$ cat src/adcrb_pkg.sv
// package for the converter register bank: offsets, fields, reset values, codes
package adcrb_pkg;

  // ----------------------------------------------------------------
  // register byte offsets
  // ----------------------------------------------------------------
  localparam logic [7:0] OFF_RESULT_LOW  = 8'h00;
  localparam logic [7:0] OFF_RESULT_HIGH = 8'h04;
  localparam logic [7:0] OFF_CTRL0       = 8'h08;
  localparam logic [7:0] OFF_CTRL1       = 8'h0C;
  localparam logic [7:0] OFF_CTRL2       = 8'h10;

  // ----------------------------------------------------------------
  // field positions
  // ----------------------------------------------------------------
  localparam int C0_START   = 7;
  localparam int C0_BUSY    = 6;
  localparam int C0_ENABLE  = 5;
  localparam int C0_JUSTIFY = 4;
  localparam int C0_CHAN_LO = 0;
  localparam int C1_SRC_LO  = 5;
  localparam int C1_DIV_LO  = 0;
  localparam int C2_AMPEN   = 7;
  localparam int C2_BGEN    = 6;
  localparam int C2_REF_LO  = 0;

  // ----------------------------------------------------------------
  // writable masks and reset values
  // ----------------------------------------------------------------
  localparam logic [7:0] C0_WMASK = 8'hB7;
  localparam logic [7:0] C1_WMASK = 8'hE7;
  localparam logic [7:0] C2_WMASK = 8'hCF;
  localparam logic [7:0] CTRL_RESET = 8'h00;
  localparam logic [11:0] RESULT_RESET = 12'h000;

  // ----------------------------------------------------------------
  // timing counts, in conversion clock cycles
  // ----------------------------------------------------------------
  localparam int SAMPLE_CYCLES  = 4;
  localparam int CONVERT_CYCLES = 12;
  localparam int TOTAL_CYCLES   = SAMPLE_CYCLES + CONVERT_CYCLES;

  // ----------------------------------------------------------------
  // source and reference codes
  // ----------------------------------------------------------------
  typedef enum logic [2:0] {
    SRC_PIN, SRC_SUPPLY, SRC_SUPPLY_HALF, SRC_SUPPLY_QTR,
    SRC_AMP, SRC_AMP_HALF, SRC_AMP_QTR
  } adcrb_src_type;

  typedef enum logic [2:0] {
    REF_SUPPLY, REF_EXT1, REF_EXT2, REF_EXT3, REF_EXT4,
    REF_BG2, REF_BG3, REF_BG4
  } adcrb_ref_type;

  // ----------------------------------------------------------------
  // analog side controls
  // ----------------------------------------------------------------
  typedef struct packed {
    logic          powerOn;
    logic          ampEnable;
    logic          bandgapBufEnable;
    logic          ampFromBandgap;
    adcrb_src_type source;
    adcrb_ref_type reference;
    logic [7:0]    pinAnalog;
    logic          sampling;
  } adcrb_analog_type;

endpackage

$ cat src/adcrb_top.sv
// converter control and result register bank with an AXI4-Lite slave
// ----------------------------------------------------------------
// Functional notes
// - justify 0: left aligned, low nibble zero
// - justify 1: right aligned, high nibble zero
// - unused and unimplemented bits read zero
// - disabling keeps result registers
// - start rising resets converter, clears busy
// - start high then low launches, busy set
// - busy bit 6 shows conversion in progress
// - enable bit 5 powers converter
// - channel code N routes pin N
// - source 000 takes chosen pin only
// - source 001-011 supply, half, quarter
// - source 101-111 amplifier, half, quarter
// - source 100 acts as 000
// - internal source wins over pin
// - conversion clock is system clock over 2^code
// - reference code map supply, external, bandgap
// - code 1001 forbidden, others mean supply
// - reference top bit feeds amplifier bandgap
// - bandgap wins over external reference
// - bandgap buffer enable at bit 6
// - analog pin drops digital use, pull-high
// - 4 sample plus 12 convert cycles
// - completion clears busy, writes result, flags
// ----------------------------------------------------------------
//
// Chosen here: the placing of the registers and register access over AXI4-Lite.
`timescale 1ns/1ps
module adcrb_top
  import adcrb_pkg::*;
(
  input  wire logic             mclk,
  input  wire logic             arst_n,
  input  wire logic [7:0]       sAxiAwaddr,
  input  wire logic             sAxiAwvalid,
  output logic                  sAxiAwready,
  input  wire logic [31:0]      sAxiWdata,
  input  wire logic [3:0]       sAxiWstrb,
  input  wire logic             sAxiWvalid,
  output logic                  sAxiWready,
  output logic [1:0]            sAxiBresp,
  output logic                  sAxiBvalid,
  input  wire logic             sAxiBready,
  input  wire logic [7:0]       sAxiAraddr,
  input  wire logic             sAxiArvalid,
  output logic                  sAxiArready,
  output logic [31:0]           sAxiRdata,
  output logic [1:0]            sAxiRresp,
  output logic                  sAxiRvalid,
  input  wire logic             sAxiRready,
  input  wire logic [11:0]      pinLevel [8],
  input  wire logic [11:0]      internalLevel,
  output adcrb_analog_type      analogCtrl,
  output logic                  convDone
);

  // ----------------------------------------------------------------
  // reset release
  // ----------------------------------------------------------------
  logic rstSync1_reg, rstN_reg;
  always_ff @(posedge mclk or negedge arst_n) begin
    if (!arst_n) begin
      rstSync1_reg <= 1'b0;
      rstN_reg     <= 1'b0;
    end else begin
      rstSync1_reg <= 1'b1;
      rstN_reg     <= rstSync1_reg;
    end
  end

  // ----------------------------------------------------------------
  // AXI4-Lite write path
  // ----------------------------------------------------------------
  logic [7:0]  awAddr_reg, ctrl0_reg, ctrl1_reg, ctrl2_reg;
  logic        awHave_reg, wHave_reg;
  logic [7:0]  wByte_reg;
  logic        wLane_reg;
  logic [11:0] result_reg;
  logic        busy_reg, convDone_reg;

  wire doWrite   = awHave_reg && wHave_reg && !sAxiBvalid;
  wire wrMapped  = (awAddr_reg == OFF_RESULT_LOW) || (awAddr_reg == OFF_RESULT_HIGH) ||
                   (awAddr_reg == OFF_CTRL0) || (awAddr_reg == OFF_CTRL1) ||
                   (awAddr_reg == OFF_CTRL2);
  wire wrC0      = doWrite && wLane_reg && awAddr_reg == OFF_CTRL0;
  wire wrC1      = doWrite && wLane_reg && awAddr_reg == OFF_CTRL1;
  wire wrC2      = doWrite && wLane_reg && awAddr_reg == OFF_CTRL2;
  // busy is hardware owned, so bit 6 of the stored copy is never written
  wire [7:0] ctrl0_next = wByte_reg & C0_WMASK;
  wire [7:0] ctrl1_next = wByte_reg & C1_WMASK;
  wire [7:0] ctrl2_next = wByte_reg & C2_WMASK;

  assign sAxiAwready = !awHave_reg;
  assign sAxiWready  = !wHave_reg;

  always_ff @(posedge mclk or negedge rstN_reg) begin
    if (!rstN_reg) begin
      awHave_reg <= 1'b0;
      wHave_reg  <= 1'b0;
      awAddr_reg <= 8'h00;
      wByte_reg  <= 8'h00;
      wLane_reg  <= 1'b0;
      sAxiBvalid <= 1'b0;
      sAxiBresp  <= 2'h0;
    end else begin
      if (sAxiAwvalid && sAxiAwready) begin
        awHave_reg <= 1'b1;
        awAddr_reg <= {sAxiAwaddr[7:2], 2'h0};
      end
      if (sAxiWvalid && sAxiWready) begin
        wHave_reg <= 1'b1;
        wByte_reg <= sAxiWdata[7:0];
        wLane_reg <= sAxiWstrb[0];
      end
      if (doWrite) begin
        awHave_reg <= 1'b0;
        wHave_reg  <= 1'b0;
        sAxiBvalid <= 1'b1;
        sAxiBresp  <= wrMapped ? 2'h0 : 2'h2;
      end else if (sAxiBready) begin
        sAxiBvalid <= 1'b0;
      end
    end
  end

  always_ff @(posedge mclk or negedge rstN_reg) begin
    if (!rstN_reg) begin
      ctrl0_reg <= CTRL_RESET;
      ctrl1_reg <= CTRL_RESET;
      ctrl2_reg <= CTRL_RESET;
    end else begin
      if (wrC0) ctrl0_reg <= ctrl0_next;
      if (wrC1) ctrl1_reg <= ctrl1_next;
      if (wrC2) ctrl2_reg <= ctrl2_next;
    end
  end

  // ----------------------------------------------------------------
  // field decode
  // ----------------------------------------------------------------
  wire       startBit  = ctrl0_reg[C0_START];
  wire       enable    = ctrl0_reg[C0_ENABLE];
  wire       justify   = ctrl0_reg[C0_JUSTIFY];
  wire [2:0] chanSel   = ctrl0_reg[C0_CHAN_LO +: 3];
  wire [2:0] srcSel    = ctrl1_reg[C1_SRC_LO +: 3];
  wire [2:0] divSel    = ctrl1_reg[C1_DIV_LO +: 3];
  wire [3:0] refSel    = ctrl2_reg[C2_REF_LO +: 4];
  wire       startRise = wrC0 && !startBit && ctrl0_next[C0_START];
  wire       startFall = wrC0 && startBit && !ctrl0_next[C0_START];

  // unassigned source 100 falls back to the pin, any other internal code wins
  adcrb_src_type srcDecoded;
  always_comb begin
    unique case (srcSel)
      3'h1:    srcDecoded = SRC_SUPPLY;
      3'h2:    srcDecoded = SRC_SUPPLY_HALF;
      3'h3:    srcDecoded = SRC_SUPPLY_QTR;
      3'h5:    srcDecoded = SRC_AMP;
      3'h6:    srcDecoded = SRC_AMP_HALF;
      3'h7:    srcDecoded = SRC_AMP_QTR;
      default: srcDecoded = SRC_PIN;
    endcase
  end

  // 1001 is forbidden to software and simply lands in the supply default
  adcrb_ref_type refDecoded;
  always_comb begin
    unique case (refSel)
      4'h1:    refDecoded = REF_EXT1;
      4'h2:    refDecoded = REF_EXT2;
      4'h3:    refDecoded = REF_EXT3;
      4'h4:    refDecoded = REF_EXT4;
      4'hA:    refDecoded = REF_BG2;
      4'hB:    refDecoded = REF_BG3;
      4'hC:    refDecoded = REF_BG4;
      default: refDecoded = REF_SUPPLY;
    endcase
  end

  // ----------------------------------------------------------------
  // conversion clock divider and sequencer
  // ----------------------------------------------------------------
  logic [6:0] divCnt_reg;
  logic [4:0] phase_reg;
  logic [7:0] divTerm;
  assign divTerm = 8'h01 << divSel;
  wire adcTick = ({1'b0, divCnt_reg} == divTerm - 8'h01);

  always_ff @(posedge mclk or negedge rstN_reg) begin
    if (!rstN_reg) begin
      divCnt_reg <= 7'h00;
    end else if (adcTick || startFall) begin
      divCnt_reg <= 7'h00;
    end else begin
      divCnt_reg <= divCnt_reg + 7'h01;
    end
  end

  wire lastTick = busy_reg && adcTick && phase_reg == 5'(TOTAL_CYCLES - 1);

  always_ff @(posedge mclk or negedge rstN_reg) begin
    if (!rstN_reg) begin
      busy_reg     <= 1'b0;
      phase_reg    <= 5'h00;
      convDone_reg <= 1'b0;
      result_reg   <= RESULT_RESET;
    end else begin
      convDone_reg <= 1'b0;
      if (startRise || !enable) begin
        busy_reg  <= 1'b0;
        phase_reg <= 5'h00;
      end else if (startFall) begin
        busy_reg  <= 1'b1;
        phase_reg <= 5'h00;
      end else if (lastTick) begin
        busy_reg     <= 1'b0;
        convDone_reg <= 1'b1;
        result_reg   <= (srcDecoded == SRC_PIN) ? pinLevel[chanSel] : internalLevel;
      end else if (busy_reg && adcTick) begin
        phase_reg <= phase_reg + 5'h01;
      end
    end
  end
  // result_reg has no clear on disable

  assign convDone = convDone_reg;

  // ----------------------------------------------------------------
  // analog side
  // ----------------------------------------------------------------
  always_comb begin
    analogCtrl.powerOn          = enable;
    analogCtrl.ampEnable        = ctrl2_reg[C2_AMPEN];
    analogCtrl.bandgapBufEnable = ctrl2_reg[C2_BGEN];
    analogCtrl.ampFromBandgap   = refSel[3];
    analogCtrl.source           = srcDecoded;
    analogCtrl.reference        = refDecoded;
    // a pin given to the converter loses digital function and pull-high
    analogCtrl.pinAnalog        = (enable && srcDecoded == SRC_PIN) ? 8'h01 << chanSel : 8'h00;
    analogCtrl.sampling         = busy_reg && phase_reg < 5'(SAMPLE_CYCLES);
  end

  // ----------------------------------------------------------------
  // read path
  // ----------------------------------------------------------------
  wire [7:0] resLow  = justify ? result_reg[7:0] : {result_reg[3:0], 4'h0};
  wire [7:0] resHigh = justify ? {4'h0, result_reg[11:8]} : result_reg[11:4];
  wire [7:0] arAddr  = {sAxiAraddr[7:2], 2'h0};
  logic [7:0] rdByte;
  logic       rdOk;
  always_comb begin
    rdOk = 1'b1;
    unique case (arAddr)
      OFF_RESULT_LOW:  rdByte = resLow;
      OFF_RESULT_HIGH: rdByte = resHigh;
      OFF_CTRL0:       rdByte = ctrl0_reg | {1'b0, busy_reg, 6'h00};
      OFF_CTRL1:       rdByte = ctrl1_reg;
      OFF_CTRL2:       rdByte = ctrl2_reg;
      default: begin
        rdByte = 8'h00;
        rdOk   = 1'b0;
      end
    endcase
  end

  assign sAxiArready = !sAxiRvalid;

  always_ff @(posedge mclk or negedge rstN_reg) begin
    if (!rstN_reg) begin
      sAxiRvalid <= 1'b0;
      sAxiRdata  <= 32'h0000_0000;
      sAxiRresp  <= 2'h0;
    end else if (sAxiArvalid && sAxiArready) begin
      sAxiRvalid <= 1'b1;
      sAxiRdata  <= {24'h00_0000, rdByte};
      sAxiRresp  <= rdOk ? 2'h0 : 2'h2;
    end else if (sAxiRready) begin
      sAxiRvalid <= 1'b0;
    end
  end

  // ----------------------------------------------------------------
  // checks
  // ----------------------------------------------------------------
  // span of the busy flag in system clocks, read only by the length check
  logic [11:0] busyLen_reg;
  logic        divHeld_reg;
  always_ff @(posedge mclk or negedge rstN_reg) begin
    if (!rstN_reg) begin
      busyLen_reg <= 12'h000;
      divHeld_reg <= 1'b0;
    end else if (startFall) begin
      busyLen_reg <= 12'h000;
      divHeld_reg <= 1'b1;
    end else begin
      busyLen_reg <= busyLen_reg + 12'h001;
      if (wrC1) divHeld_reg <= 1'b0;
    end
  end

  a_rise_clears_busy: assert property (@(posedge mclk) disable iff (!rstN_reg)
    startRise |=> !busy_reg) else $error("start rise left busy set");
  a_fall_sets_busy: assert property (@(posedge mclk) disable iff (!rstN_reg)
    startFall && enable |=> busy_reg) else $error("start fall did not set busy");
  a_done_clears_busy: assert property (@(posedge mclk) disable iff (!rstN_reg)
    convDone_reg |-> !busy_reg && $fell(busy_reg)) else $error("done without busy end");
  a_result_kept_off: assert property (@(posedge mclk) disable iff (!rstN_reg)
    !enable && !convDone_reg |=> $stable(result_reg)) else $error("result changed while off");
  a_justify_zero: assert property (@(posedge mclk) disable iff (!rstN_reg)
    !justify |-> resLow[3:0] == 4'h0 && resHigh == result_reg[11:4]) else $error("left justify wrong");
  a_justify_one: assert property (@(posedge mclk) disable iff (!rstN_reg)
    justify |-> resHigh[7:4] == 4'h0 && resLow == result_reg[7:0]) else $error("right justify wrong");
  a_src_four_pin: assert property (@(posedge mclk) disable iff (!rstN_reg)
    srcSel == 3'h4 |-> srcDecoded == SRC_PIN) else $error("source 100 not pin");
  a_ref_bandgap_amp: assert property (@(posedge mclk) disable iff (!rstN_reg)
    refSel[3] |-> analogCtrl.ampFromBandgap) else $error("amplifier not on bandgap");
  a_ref_forbidden: assert property (@(posedge mclk) disable iff (!rstN_reg)
    refSel == 4'h9 |-> refDecoded == REF_SUPPLY) else $error("1001 not supply");
  a_divide_one_len: assert property (@(posedge mclk) disable iff (!rstN_reg)
    startFall && enable && divSel == 3'h0 && !wrC1 ##1 (enable && !wrC0 && !wrC1)[*8]
    |-> busy_reg && !convDone_reg) else $error("conversion ended early");
  a_busy_read: assert property (@(posedge mclk) disable iff (!rstN_reg)
    arAddr == OFF_CTRL0 |-> rdByte[C0_BUSY] == busy_reg && rdByte[3] == 1'b0) else $error("bad busy read");
  a_conv_length: assert property (@(posedge mclk) disable iff (!rstN_reg)
    convDone_reg && divHeld_reg |-> busyLen_reg == 12'(TOTAL_CYCLES << divSel))
    else $error("conversion length wrong");
  a_disable_clears_busy: assert property (@(posedge mclk) disable iff (!rstN_reg)
    !enable |=> !busy_reg) else $error("busy kept while disabled");
  a_launch_samples: assert property (@(posedge mclk) disable iff (!rstN_reg)
    startFall && enable |=> analogCtrl.sampling) else $error("launch did not sample");
  a_rise_stops_work: assert property (@(posedge mclk) disable iff (!rstN_reg)
    startRise |=> !analogCtrl.sampling && !convDone_reg) else $error("start rise left work running");
  a_done_pulse: assert property (@(posedge mclk) disable iff (!rstN_reg)
    convDone_reg |=> !convDone_reg) else $error("done longer than one cycle");
  a_result_only_done: assert property (@(posedge mclk) disable iff (!rstN_reg)
    !convDone_reg |-> $stable(result_reg)) else $error("result changed without done");
  a_src_zero_pin: assert property (@(posedge mclk) disable iff (!rstN_reg)
    srcSel == 3'h0 |-> srcDecoded == SRC_PIN) else $error("source 000 not pin");
  a_internal_no_pin: assert property (@(posedge mclk) disable iff (!rstN_reg)
    srcDecoded != SRC_PIN |-> analogCtrl.pinAnalog == 8'h00) else $error("pin routed with internal source");
  a_pin_onehot: assert property (@(posedge mclk) disable iff (!rstN_reg)
    enable && srcDecoded == SRC_PIN |-> analogCtrl.pinAnalog[chanSel] && $onehot(analogCtrl.pinAnalog))
    else $error("chosen pin not routed alone");
  a_bandgap_wins: assert property (@(posedge mclk) disable iff (!rstN_reg)
    refSel[3] |-> refDecoded inside {REF_SUPPLY, REF_BG2, REF_BG3, REF_BG4})
    else $error("external reference with bandgap");
  a_ctrl1_gaps_zero: assert property (@(posedge mclk) disable iff (!rstN_reg)
    arAddr == OFF_CTRL1 |-> rdByte[4:3] == 2'h0) else $error("control 1 gap not zero");
  a_ctrl2_gaps_zero: assert property (@(posedge mclk) disable iff (!rstN_reg)
    arAddr == OFF_CTRL2 |-> rdByte[5:4] == 2'h0) else $error("control 2 gap not zero");
  a_rdata_high_zero: assert property (@(posedge mclk) disable iff (!rstN_reg)
    sAxiRvalid |-> sAxiRdata[31:8] == 24'h00_0000) else $error("upper read bits not zero");

  // ----------------------------------------------------------------
  // bus protocol checks
  // ----------------------------------------------------------------
  a_bvalid_hold: assert property (@(posedge mclk) disable iff (!rstN_reg)
    sAxiBvalid && !sAxiBready |=> sAxiBvalid && $stable(sAxiBresp)) else $error("write response dropped");
  a_rvalid_hold: assert property (@(posedge mclk) disable iff (!rstN_reg)
    sAxiRvalid && !sAxiRready |=> sAxiRvalid && $stable(sAxiRdata)) else $error("read response dropped");
  a_write_slverr: assert property (@(posedge mclk) disable iff (!rstN_reg)
    doWrite && !wrMapped |=> sAxiBvalid && sAxiBresp == 2'h2) else $error("unmapped write not refused");
  a_read_slverr: assert property (@(posedge mclk) disable iff (!rstN_reg)
    sAxiArvalid && sAxiArready && !rdOk |=> sAxiRresp == 2'h2 && sAxiRdata == 32'h0000_0000)
    else $error("unmapped read not refused");

  c_conversion_done: cover property (@(posedge mclk) disable iff (!rstN_reg) convDone_reg);
  c_internal_source: cover property (@(posedge mclk) disable iff (!rstN_reg) convDone_reg && srcDecoded != SRC_PIN);
  c_reset_mid_conv: cover property (@(posedge mclk) disable iff (!rstN_reg) busy_reg && startRise);
  c_right_justify: cover property (@(posedge mclk) disable iff (!rstN_reg) convDone_reg && justify);
  c_slowest_clock: cover property (@(posedge mclk) disable iff (!rstN_reg) convDone_reg && divSel == 3'h7);

endmodule

$ cat config.mk
export PLATFORM = sky130hd
export DESIGN_NAME = adcrb_top
export DESIGN_NICKNAME = d
export VERILOG_FILES = /design/src/adcrb_pkg.sv /design/src/adcrb_top.sv
export SDC_FILE = /design/constraint.sdc
export NUM_CORES = 1
export LEC_CHECK = 0
export BUFFER_PORTS_ARGS = -buffer_cell sky130_fd_sc_hd__buf_4
export CAP_MARGIN = 20
export CORE_MARGIN = 5
export CORE_UTILIZATION = 47
export DETAILED_ROUTE_END_ITERATION = 8
export PLACE_DENSITY = 0.91
export SYNTH_ARGS = -nofsm -noshare
export SYNTH_HDL_FRONTEND = slang
export SYNTH_SLANG_ARGS = --single-unit
$ cat constraint.sdc
create_clock -name mclk -period 2.45 [get_ports mclk]
set_input_delay 0.49 -clock mclk [delete_from_list [all_inputs] [get_ports mclk]]
set_output_delay 0.49 -clock mclk [all_outputs]
set_load 0.1 [all_outputs]
; After elaboration in Yosys (flattened, before gate mapping)
; Index checks and enable logic that the tools add are counted.
[classes]
reduce_logical = 42
eq_ne = 24
bitwise_logic = 4
shift = 2
add_sub_neg = 3
magnitude_cmp = 2
n_mux = 32
[ops]
columns = op, n
row1 = $pmux W8 S5, 1
row2 = $bmux W12 S3, 1
row3 = $mux W12, 3
row4 = $eq A6 B2 Y1 const B, 4
row5 = $mux W8, 3
row6 = $pmux W3 S7, 1
row7 = $mux W5, 4
row8 = $pmux W3 S6, 1
row9 = $logic_and A1 B1 Y1, 17
row10 = $logic_not A8 Y1, 2
row11 = $shl A1 B3 Y8 const A, 2
row12 = $mux W1, 15
row13 = $eq A4 B4 Y1 const B, 3
row14 = $eq A6 B1 Y1 const B, 2
row15 = $eq A6 B3 Y1 const B, 2
row16 = $eq A3 B3 Y1 const B, 3
row17 = $eq A4 B2 Y1 const B, 2
row18 = $eq A7 B8 Y1, 1
row19 = $or A8 B7 Y8, 1
row20 = $reduce_bool A2 Y1, 4
row21 = $sub A8 B1 Y8 const B, 1
row22 = $add A7 B1 Y7 const B, 1
row23 = $logic_not A1 Y1, 7
row24 = $mux W7, 1
row25 = 18 further kinds, 27
[word_totals]
inputBits = 167
elab_cells = 129
output_inout_bits = 61
ff_bits = 77

; Depth between registers and ports, before layout
; Gate-level depths: netlist of the first run.
[depth]
ltp_word = 9
depth_mapped = 8
mapped_depth_nobuf = 7

; Least setup slack after synthesis of the first run
; Ideal clock, no wire load.
[synth_path]
path_type = register -> output
start = reg phase_reg[2]
end = out analogCtrl[0] (netlist name)
path_buffers = 0
slack_ns = -1.382
t_required_ns = 1.960
stages_incl_launch_ff = 2
arrival_ns = 3.342
cell_sequence = dfrtp_1 -> nor4_1
[synth_rtl]
columns = item, line
row1 = start: declaration, adcrb_top.sv:186  ; logic [4:0] phase_reg;
row2 = start signal: assignment, adcrb_top.sv:222  ; phase_reg <= phase_reg + 5'h01;
row3 = end: declaration, adcrb_top.sv:55  ; output adcrb_analog_type analogCtrl,

==> results.yml, run 1 <==
run_status:
  outcome: "complete, no violations"
finish:
  largest_reg_flops: 12
  multi_input_area_um2: 2653
  regArea_um2: 1882
  diodes: 0
  final_layout_size_suffix_gt1_share_pct: 49.18
  final_cells: 743
  synthToLayoutAreaGrowth_pct: 34.43
  nFillCells: 703
  num-nets-final: 775
  design_area_um2: 6400
detailed_routing:
  routedWlPerCell_um: 17.88
  num_vias: 4063
  wirelength_um: 13290
  drtIter0Drc: 365
  first_pass_iters: 6
  ant_nets: 0
  drc_errors: 0
  vias_per_cell: 5.468
floorplan:
  fp.coreArea_um2: 9819
  die_h_um: 110.6
  start_util_pct: 48.48
  die_w_um: 110.6
  rows: 36
  die_area_um2: 12240
  ioPinCount: 228
worst_setup_path:
  worstSetupStartpoint: "ctrl1_reg[6]"
  crit_fanout: 5
  endpoint_kind: "output pin"
  r2r-start: "sAxiBvalid"
  reg2reg_depth: 6
  r2r_slack_ns: 0.25
  cp.depth: 4
  worstPathArrival_ns: 1.84
  critPathMaxStageDelay_ns: 0.46
  cp_num_buf_inv: 1
  slowest_stage: "dfrtp_1"
  worstPathRequired_ns: 1.96
  worstPathCellList: "nor2_2 -> nand3_1 -> nor3_4 -> buf_4"
  cp_top_family: "simple AND/OR/NAND/NOR gates"
  r2r-end: "result_reg[9]"
  cp-start-kind: "flip-flop"
  crit_end: "analogCtrl[5]"
  critPathKind: "flip-flop to output pin"
clocking:
  cts.sinks: 75
  clk_latency_ns: 0.36
  cts-htree-levels: 3
  clock-root-buffer: "clkbuf_8"
  cts_tree: "yes"
  path_clk_slew_ns: 0.09
  cts.path.max_buffers: 2
  cts_made_buffers: 9
  cts_resized: 0
sta:
  max_clock_freq_mhz: 428.4
  finalSetupViolations: 0
  fin_crit_ns: 2.334
  whs_ns: 0.1874
  finalHoldViolCount: 0
  worst_pin_slew_ns: 0.5438
  slew_headroom_pct: 63.55
  drv_slew: 0
  rsz0062_at_grt: "no"
  finalClockSkew_ns: 0.01049
  finalCritPeriodShare_pct: 95.28
global_routing:
  grt_max_degree: 59
  grt_use_total_pct: 21.46
  grt_pass1_vias: 4271
  grt_pass1_wl_um: 21460
  overflow: 0
  antenna_found_initial: 0
synthesis:
  synthCells: 431
  netlist_top_cells_count: "75 x dfrtp_1, 37 x mux2_2, 37 x nor2_1"
  synth.distinct_cells: 56
  yosysWarnings: 0
  synth_area_um2: 4761
  syn-mean-instance-area_um2: 11.05
  synth_area_leader_cell: "dfrtp_1"
  synth-main-ff-cell: "dfrtp_1"
  synth_edf_count: 0
  yosysMostFrequentCell: "dfrtp_1"
  ys_ff_latch: 75
  ys_top_cells_by_area: "dfrtp_1 39%, mux4_2 12%, mux2_2 8.8%, buf_4 4.9%, mux2i_1 4.0%"
  yosysSeqAreaShare_pct: 39.42
  synthDominantCellAreaShare_pct: 39.42
  synthArstFlopShare_pct: 100.0
placement:
  dp_hpwl_um: 10720
  placed_cell_area_um2: 6185
  place_congestion: 0.8997
  port_buffers: 170
  dp.cells: 725
power_and_ir_drop:
  vdd_drop_max_uv: 893.2
  power_density_nw_per_um2: 1009
  power_mw: 6.457
  leakage_nw: 2.936
flow_run:
  cap_violations: 0
hold_path:
  worstHoldPathType: "flip-flop to async pin"
## area by class of cell
cell class / count / share of cell area [%]
multi-input cells: 316 / 41.45
flip-flops and latches: 75 / 29.40
repair buffers: 192 / 22.95
well taps: 133 / 2.600
clock buffers: 10 / 2.151
clock inverters: 6 / 0.7429
inverters: 11 / 0.7038
## how the worst min path moves through the flow
stage / start / endpoint / slack, ns
6_report: rstN_reg / result_reg[2] / 0.19
3_3_place_gp: rstN_reg / divCnt_reg[5] / 0.18
5_1_grt: rstN_reg / result_reg[2] / 0.21
3_5_place_dp: rstN_reg / divCnt_reg[5] / 0.19
2_1_floorplan: arst_n / rstN_reg / 0.19
4_1_cts: rstN_reg / result_reg[2] / 0.19
## logic make-up (layout without fill, tap and decap cells)
logic type / Yosys count / after routing / synth area share [%]
adder cells (fa/ha/maj): 3 / 3 / 0.7885
AO/OA/AOI/OAI: 64 / 64 / 8.831
other: 2 / 27 / 0.1577
multiplexers: 93 / 93 / 28.04
AND/OR/NAND/NOR: 120 / 120 / 13.33
XOR/XNOR: 9 / 9 / 1.656
buffers and inverters: 65 / 219 / 7.779
flip-flops: 75 / 75 / 39.42
## stage by stage
stage / setup slack (ns) / util, % / TNS, ns
3_5_place_dp: 0.01205 / 62.98 / 0
5_1_grt: 0.04089 / 65.18 / 0
4_1_cts: 0.006543 / 64.97 / 0
2_1_floorplan: -0.4840 / - / -3.121
3_3_place_gp: 0.08864 / 62.98 / 0
6_report: 0.1157 / 65.18 / 0
## routing by layer
metal / vias up / wire length, um / track usage, %
li1: 1860 / - / -
met1: 1976 / 5182 / 26.80
met2: 199 / 6692 / 36.45
met3: 28 / 1110 / 5.580
met4: 0 / 301 / 6.650
met5: - / 0 / 0
## timing repair
item	in CTS	in global routing
hold buffers	1	0
setup endpoints to repair	0	12
hold endpoints to repair	2	0
setup buffers	0	1
## where the power goes
part           switching [mW]  leakage (nW)  internal [mW]
combinational            2.18          1.88           1.40
sequential              0.400         0.972           1.58
clock                   0.494        0.0815          0.402
## placed cells by master, fill, tap and decap left out, drive strengths merged, types with 3 or more instances in the layout
cell / count
a21oi: 17
a221oi: 5
a22o: 3
a22oi: 3
and3: 4
buf: 191
clkbuf: 10
clkinvlp: 5
conb: 27
dfrtp: 75
ha: 3
inv: 12
mux2: 49
mux2i: 19
mux4: 25
nand2: 23
nand2b: 10
nand3: 11
nand3b: 5
nor2: 37
nor2b: 5
nor3: 11
o21a: 3
o21ai: 20
o22ai: 3
xnor2: 5
xor2: 4
(Power assumes the default switching activity.)
==> run 2, diff against run 1 <==
--- a/config.mk
+++ b/config.mk
@@ -5,11 +5,12 @@
 export SDC_FILE = /design/constraint.sdc
 export NUM_CORES = 1
 export LEC_CHECK = 0
-export BUFFER_PORTS_ARGS = -buffer_cell sky130_fd_sc_hd__buf_4
+export BUFFER_PORTS_ARGS = -buffer_cell sky130_fd_sc_hd__clkbuf_2
 export CAP_MARGIN = 20
 export CORE_MARGIN = 5
 export CORE_UTILIZATION = 47
 export DETAILED_ROUTE_END_ITERATION = 8
+export GPL_TIMING_DRIVEN = 0
 export PLACE_DENSITY = 0.91
 export SYNTH_ARGS = -nofsm -noshare
 export SYNTH_HDL_FRONTEND = slang
==> results.yml, run 2 (synthesis gave the netlist of run 1 again) <==
placement:
  port_buffers: 168
  place_congestion: 0.8885
  dp_hpwl_um: 10920
clocking:
  cts_made_buffers: 9
  cts.path.max_buffers: 2
  clock-root-buffer: "clkbuf_8"
  cts_tree: "yes"
  path_clk_slew_ns: 0.09
  cts-htree-levels: 3
  clk_latency_ns: 0.36
  cts.sinks: 75
global_routing:
  grt_pass1_vias: 4462
  overflow: 0
  grt_max_degree: 74
  grt_pass1_wl_um: 22220
  grt_use_total_pct: 22.08
  antenna_found_initial: 1
sta:
  finalSetupTns_ns: 0
  drv_slew: 0
  finalHoldViolCount: 0
  slew_headroom_pct: 38.21
  whs_ns: 0.2910
  worst_pin_slew_ns: 0.9269
  rsz0062_at_grt: "yes"
  finalCritPeriodShare_pct: 96.26
  finalClockSkew_ns: 0.01615
  max_clock_freq_mhz: 424.0
  finalSetupViolations: 0
  fin_crit_ns: 2.358
power_and_ir_drop:
  leakage_nw: 2.979
  vdd_drop_max_uv: 714.8
  power_density_nw_per_um2: 1034
  clock_power_share_pct: 14.6
  switching_share_pct: 48.51
  power_mw: 6.492
  comb_power_share_pct: 54.6
  switchingPower_mw: 3.150
  internal-power_mw: 3.343
  seqPwrFrac_pct: 30.8
floorplan:
  start_util_pct: 48.48
  die_h_um: 110.6
  die_w_um: 110.6
  fp.coreArea_um2: 9819
  rows: 36
  ioPinCount: 228
  die_area_um2: 12240
worst_setup_path:
  endpoint_kind: "output pin"
  critPathKind: "flip-flop to output pin"
  crit_fanout: 10
  worstPathRequired_ns: 1.96
  worstPathArrival_ns: 1.87
  cp-start-kind: "flip-flop"
detailed_routing:
  routedWlPerCell_um: 17.84
  drt-met1-wl_um: 5572
  drc_errors: 0
  wl_met3_um: 1173
  first_pass_iters: 5
  routed.top_layer: "met5"
  wirelength_um: 13860
  vias_per_cell: 5.486
  drtIter0Drc: 300
  num_vias: 4263
  ant_nets: 0
  met2WireLength_um: 6817
finish:
  num-nets-final: 810
  synthToLayoutAreaGrowth_pct: 31.88
  mostFrequentLayoutCells: "161 x clkbuf_2, 70 x dfrtp_1, 38 x buf_4, 37 x mux2_2, 36 x nor2_1"
  diodes: 0
  final_common_cell: "clkbuf_2"
  final_layout_size_suffix_gt1_share_pct: 50.47
  largest_reg_flops: 12
hold_path:
  worstHoldPathType: "input port to flip-flop"
run_status:
  outcome: "complete, no violations"
flow_run:
  cap_violations: 0
run 2: cell types whose count changed in the layout (fill, tap and decap cells not counted), sizes merged:
cell,delta
buf,-147
inv,-1
clkbuf,+181
bufinv,+1
clkinv,+1
clkinvlp,-1
run 2: metrics by stage:
stage | cell area [um2] | worst slack (ns) | utilization (%) | std cells
CTS | 6221 | 0.03143 | 63.35 | 773
finish | 6279 | 0.09172 | 63.94 | 777
global route | 6279 | -0.006547 | 63.94 | 777
detailed placement | 5918 | -0.1960 | 60.27 | 757
floorplan | 4907 | -0.4840 | - | 456
global placement | 5914 | -0.6548 | 60.23 | 757
run 2: metal layers:
layer / vias up / GRT usage, %
met1: 2086 / 26.75
li1: 1926 / -
met4: 2 / 7.143
met3: 34 / 7.385
met5: - / 0
met2: 215 / 37.10
run 2: what timing repair did:
action                                  in CTS  in global routing
buffers inserted                             1                  5
hold buffers                                 1                  0
endpoints found under the setup margin      10                 25
pin swaps                                    2                  3
gates resized for setup                     23                  9
endpoints found under the hold margin        2                  0
run 2: path summary, 6_finish.rpt:
path | endpoint | startpoint | depth (start not counted) | slack, ns
max | analogCtrl[1] | ctrl1_reg[6] | 5 | 0.09
min | sAxiRvalid | sAxiRready | 2 | 0.29
max reg2reg | phase_reg[3] | divCnt_reg[4] | 6 | 0.10
min reg2reg | rstN_reg | rstSync1_reg | 0 | 0.35
max in group asynchronous | ctrl1_reg[6] | rstN_reg | 0 | 1.34
min in group asynchronous | ctrl0_reg[1] | rstN_reg | 0 | 0.47
run 2: layout make-up:
type / instances / area [um2]
inverters: 11 / 45.04
repair buffers: 175 / 977.2
clock buffers: 9 / 123.9
well taps: 133 / 166.4
fillers: 748 / 3541
multi-input cells: 316 / 2679
flip-flops and latches: 75 / 1886
plain buffers: 52 / 335.3
clock inverters: 6 / 66.31
run 2: worst max-delay path, cell delays in order (launching register included):
cell and delay (ns):
dfrtp_2 0.46, nor2_4 0.14, buf_6 0.15, nand3b_1 0.23, nor3_4 0.29, clkbuf_16 0.24
run 2: power by group through the flow:
stage / Sequential, mW / Clock (mW) / Combinational [mW]
floorplan: 2.01 / 0 / 2.67
detailed placement: 1.98 / 0 / 3.42
finish: 2.00 / 0.945 / 3.55
global route: 2.05 / 1.00 / 3.76
CTS: 1.99 / 0.949 / 3.44
global placement: 1.95 / 0 / 3.32
==> run 3, diff against run 2 <==
--- a/config.mk
+++ b/config.mk
@@ -8,10 +8,10 @@
 export BUFFER_PORTS_ARGS = -buffer_cell sky130_fd_sc_hd__clkbuf_2
 export CAP_MARGIN = 20
 export CORE_MARGIN = 5
-export CORE_UTILIZATION = 47
+export CORE_UTILIZATION = 25
 export DETAILED_ROUTE_END_ITERATION = 8
 export GPL_TIMING_DRIVEN = 0
-export PLACE_DENSITY = 0.91
+export PLACE_DENSITY = 0.58
 export SYNTH_ARGS = -nofsm -noshare
 export SYNTH_HDL_FRONTEND = slang
 export SYNTH_SLANG_ARGS = --single-unit
==> results.yml, run 3 (synthesis gave the netlist of run 1 again) <==
global_routing:
  grt_pass1_vias: 4050
  antenna_found_initial: 0
  grt_use_total_pct: 12.63
  grt_max_degree: 70
  grt_pass1_wl_um: 21890
  overflow: 0
  gr-usage-met1_pct: 17.44
  use_met2_pct: 20.19
  busiest_layer: "met2"
  grt.met3_usage_pct: 3.004
finish:
  diodes: 0
  final_cells: 881
  largest_reg_flops: 12
  mostFrequentLayoutCells: "161 x clkbuf_2, 71 x dfrtp_1, 41 x buf_4, 37 x mux2_2, 36 x nor2_1"
  regArea_um2: 1884
  final_util_pct: 34.92
  synthToLayoutAreaGrowth_pct: 37.19
  multi_input_area_um2: 2658
  num-nets-final: 812
  final_layout_size_suffix_gt1_share_pct: 49.92
  nFillCells: 1876
  final_common_cell: "clkbuf_2"
placement:
  place_congestion: 0.7972
  dp_hpwl_um: 11380
  port_buffers: 168
  dp.cells: 859
sta:
  finalHoldViolCount: 0
  rsz0062_at_grt: "no"
  max_clock_freq_mhz: 424.3
  finalSetupViolations: 0
  slew_headroom_pct: 39.83
  drv_slew: 0
  fin_crit_ns: 2.357
  finalCritPeriodShare_pct: 96.20
  worst_pin_slew_ns: 0.8951
  finalClockSkew_ns: 0.003769
detailed_routing:
  num_vias: 4008
  wirelength_um: 14060
  routedWlPerCell_um: 15.96
  first_pass_iters: 4
  vias_per_cell: 4.549
  drc_errors: 0
  drtIter0Drc: 161
  ant_nets: 0
worst_setup_path:
  crit_fanout: 10
  cp_common_cell: "clkbuf_4"
  cp_num_buf_inv: 2
  endpoint_kind: "output pin"
  r2r_slack_ns: 0.11
  worstPathRequired_ns: 1.96
  critPathMaxStageDelay_ns: 0.46
  critPathKind: "flip-flop to output pin"
  cp_top_family: "buffers and inverters"
  cp-start-kind: "flip-flop"
  slowest_stage: "dfrtp_1"
  worstPathArrival_ns: 1.87
  worstPathCellList: "nor2_4 -> clkbuf_4 -> nand3b_1 -> nor2_1 -> clkbuf_4"
floorplan:
  fp.coreArea_um2: 18710
  ioPinCount: 228
  die_w_um: 148.0
  die_area_um2: 21900
  rows: 50
  start_util_pct: 25.45
  die_h_um: 148.0
power_and_ir_drop:
  leakage_nw: 3.065
  power_density_nw_per_um2: 1055
  vdd_drop_max_uv: 533.8
clocking:
  clock-root-buffer: "clkbuf_16"
  path_clk_slew_ns: 0.06
  cts_made_buffers: 9
  cts-htree-levels: 3
  cts.sinks: 75
  cts.path.max_buffers: 2
  clk_latency_ns: 0.33
  cts_tree: "yes"
hold_path:
  worstHoldPathType: "flip-flop to async pin"
run_status:
  outcome: "complete, no violations"
flow_run:
  cap_violations: 0
[run 3: cell count changes in the layout (fill, tap and decap cells not counted), moves of 2 or more]
cell and change:
clkbuf_16 +8, buf_4 +3, clkbuf_8 -10, nand3_2 -2, clkinvlp_4 -2, clkbuf_4 +2, nand3_1 +2
[run 3: layout make-up]
type,instances,share of cell area [%]
Clock inverter,4,1.111
Tap cell,234,4.483
Buffer,51,5.019
Inverter,11,0.6897
Sequential cell,75,28.85
Multi-Input combinational cell,316,40.69
Clock buffer,12,3.927
Timing Repair Buffer,178,15.23
[run 3: worst paths after layout]
kind | start | end | depth (start not counted)
worst max-delay path | ctrl1_reg[6] | analogCtrl[3] | 5
worst min-delay path | rstN_reg | awAddr_reg[3] | 0
worst min register to register | rstN_reg | awAddr_reg[3] | 0
max in group asynchronous | rstN_reg | sAxiBvalid | 1
worst max register to register | awAddr_reg[5] | result_reg[9] | 7
min in group mclk | sAxiBready | sAxiBvalid | 2
[run 3: routing by layer]
metal / part of all wire [%] / routed length [um] / vias to the layer above
met5: 0 / 0 / -
met4: 1.1 / 156 / 0
met3: 6.7 / 938 / 16
met2: 46 / 6457 / 150
met1: 46 / 6506 / 1900
li1: - / - / 1942
[run 3: where the power goes]
part	switching, mW	internal (mW)
clock	0.503	0.946
combinational	2.16	1.25
sequential	0.449	1.58
[run 3: stage by stage]
step	cell area [um2]	setup WS, ns	power (mW)	setup TNS [ns]	hold WS (ns)
after floorplan	4907	-0.4840	4.684	-3.121	0.1944
final	6531	0.09313	6.892	0	0.1256
after global routing	6531	0.009177	7.284	0	0.1364
after global placement	6041	-0.9656	5.416	-54.55	0.2767
after CTS	6479	0.01034	6.950	0	0.1282
after detailed placement	6072	-0.2938	5.454	-2.029	0.1226
[run 3: repair_timing]
| action | in CTS | in global routing |
|---|---|---|
| endpoints found under the hold margin | 2 | 0 |
| gates cloned | 0 | 1 |
| endpoints found under the setup margin | 18 | 16 |
| gates resized for setup | 18 | 9 |
| pin swaps | 2 | 3 |
| hold buffers | 1 | 0 |
| buffers inserted | 1 | 6 |
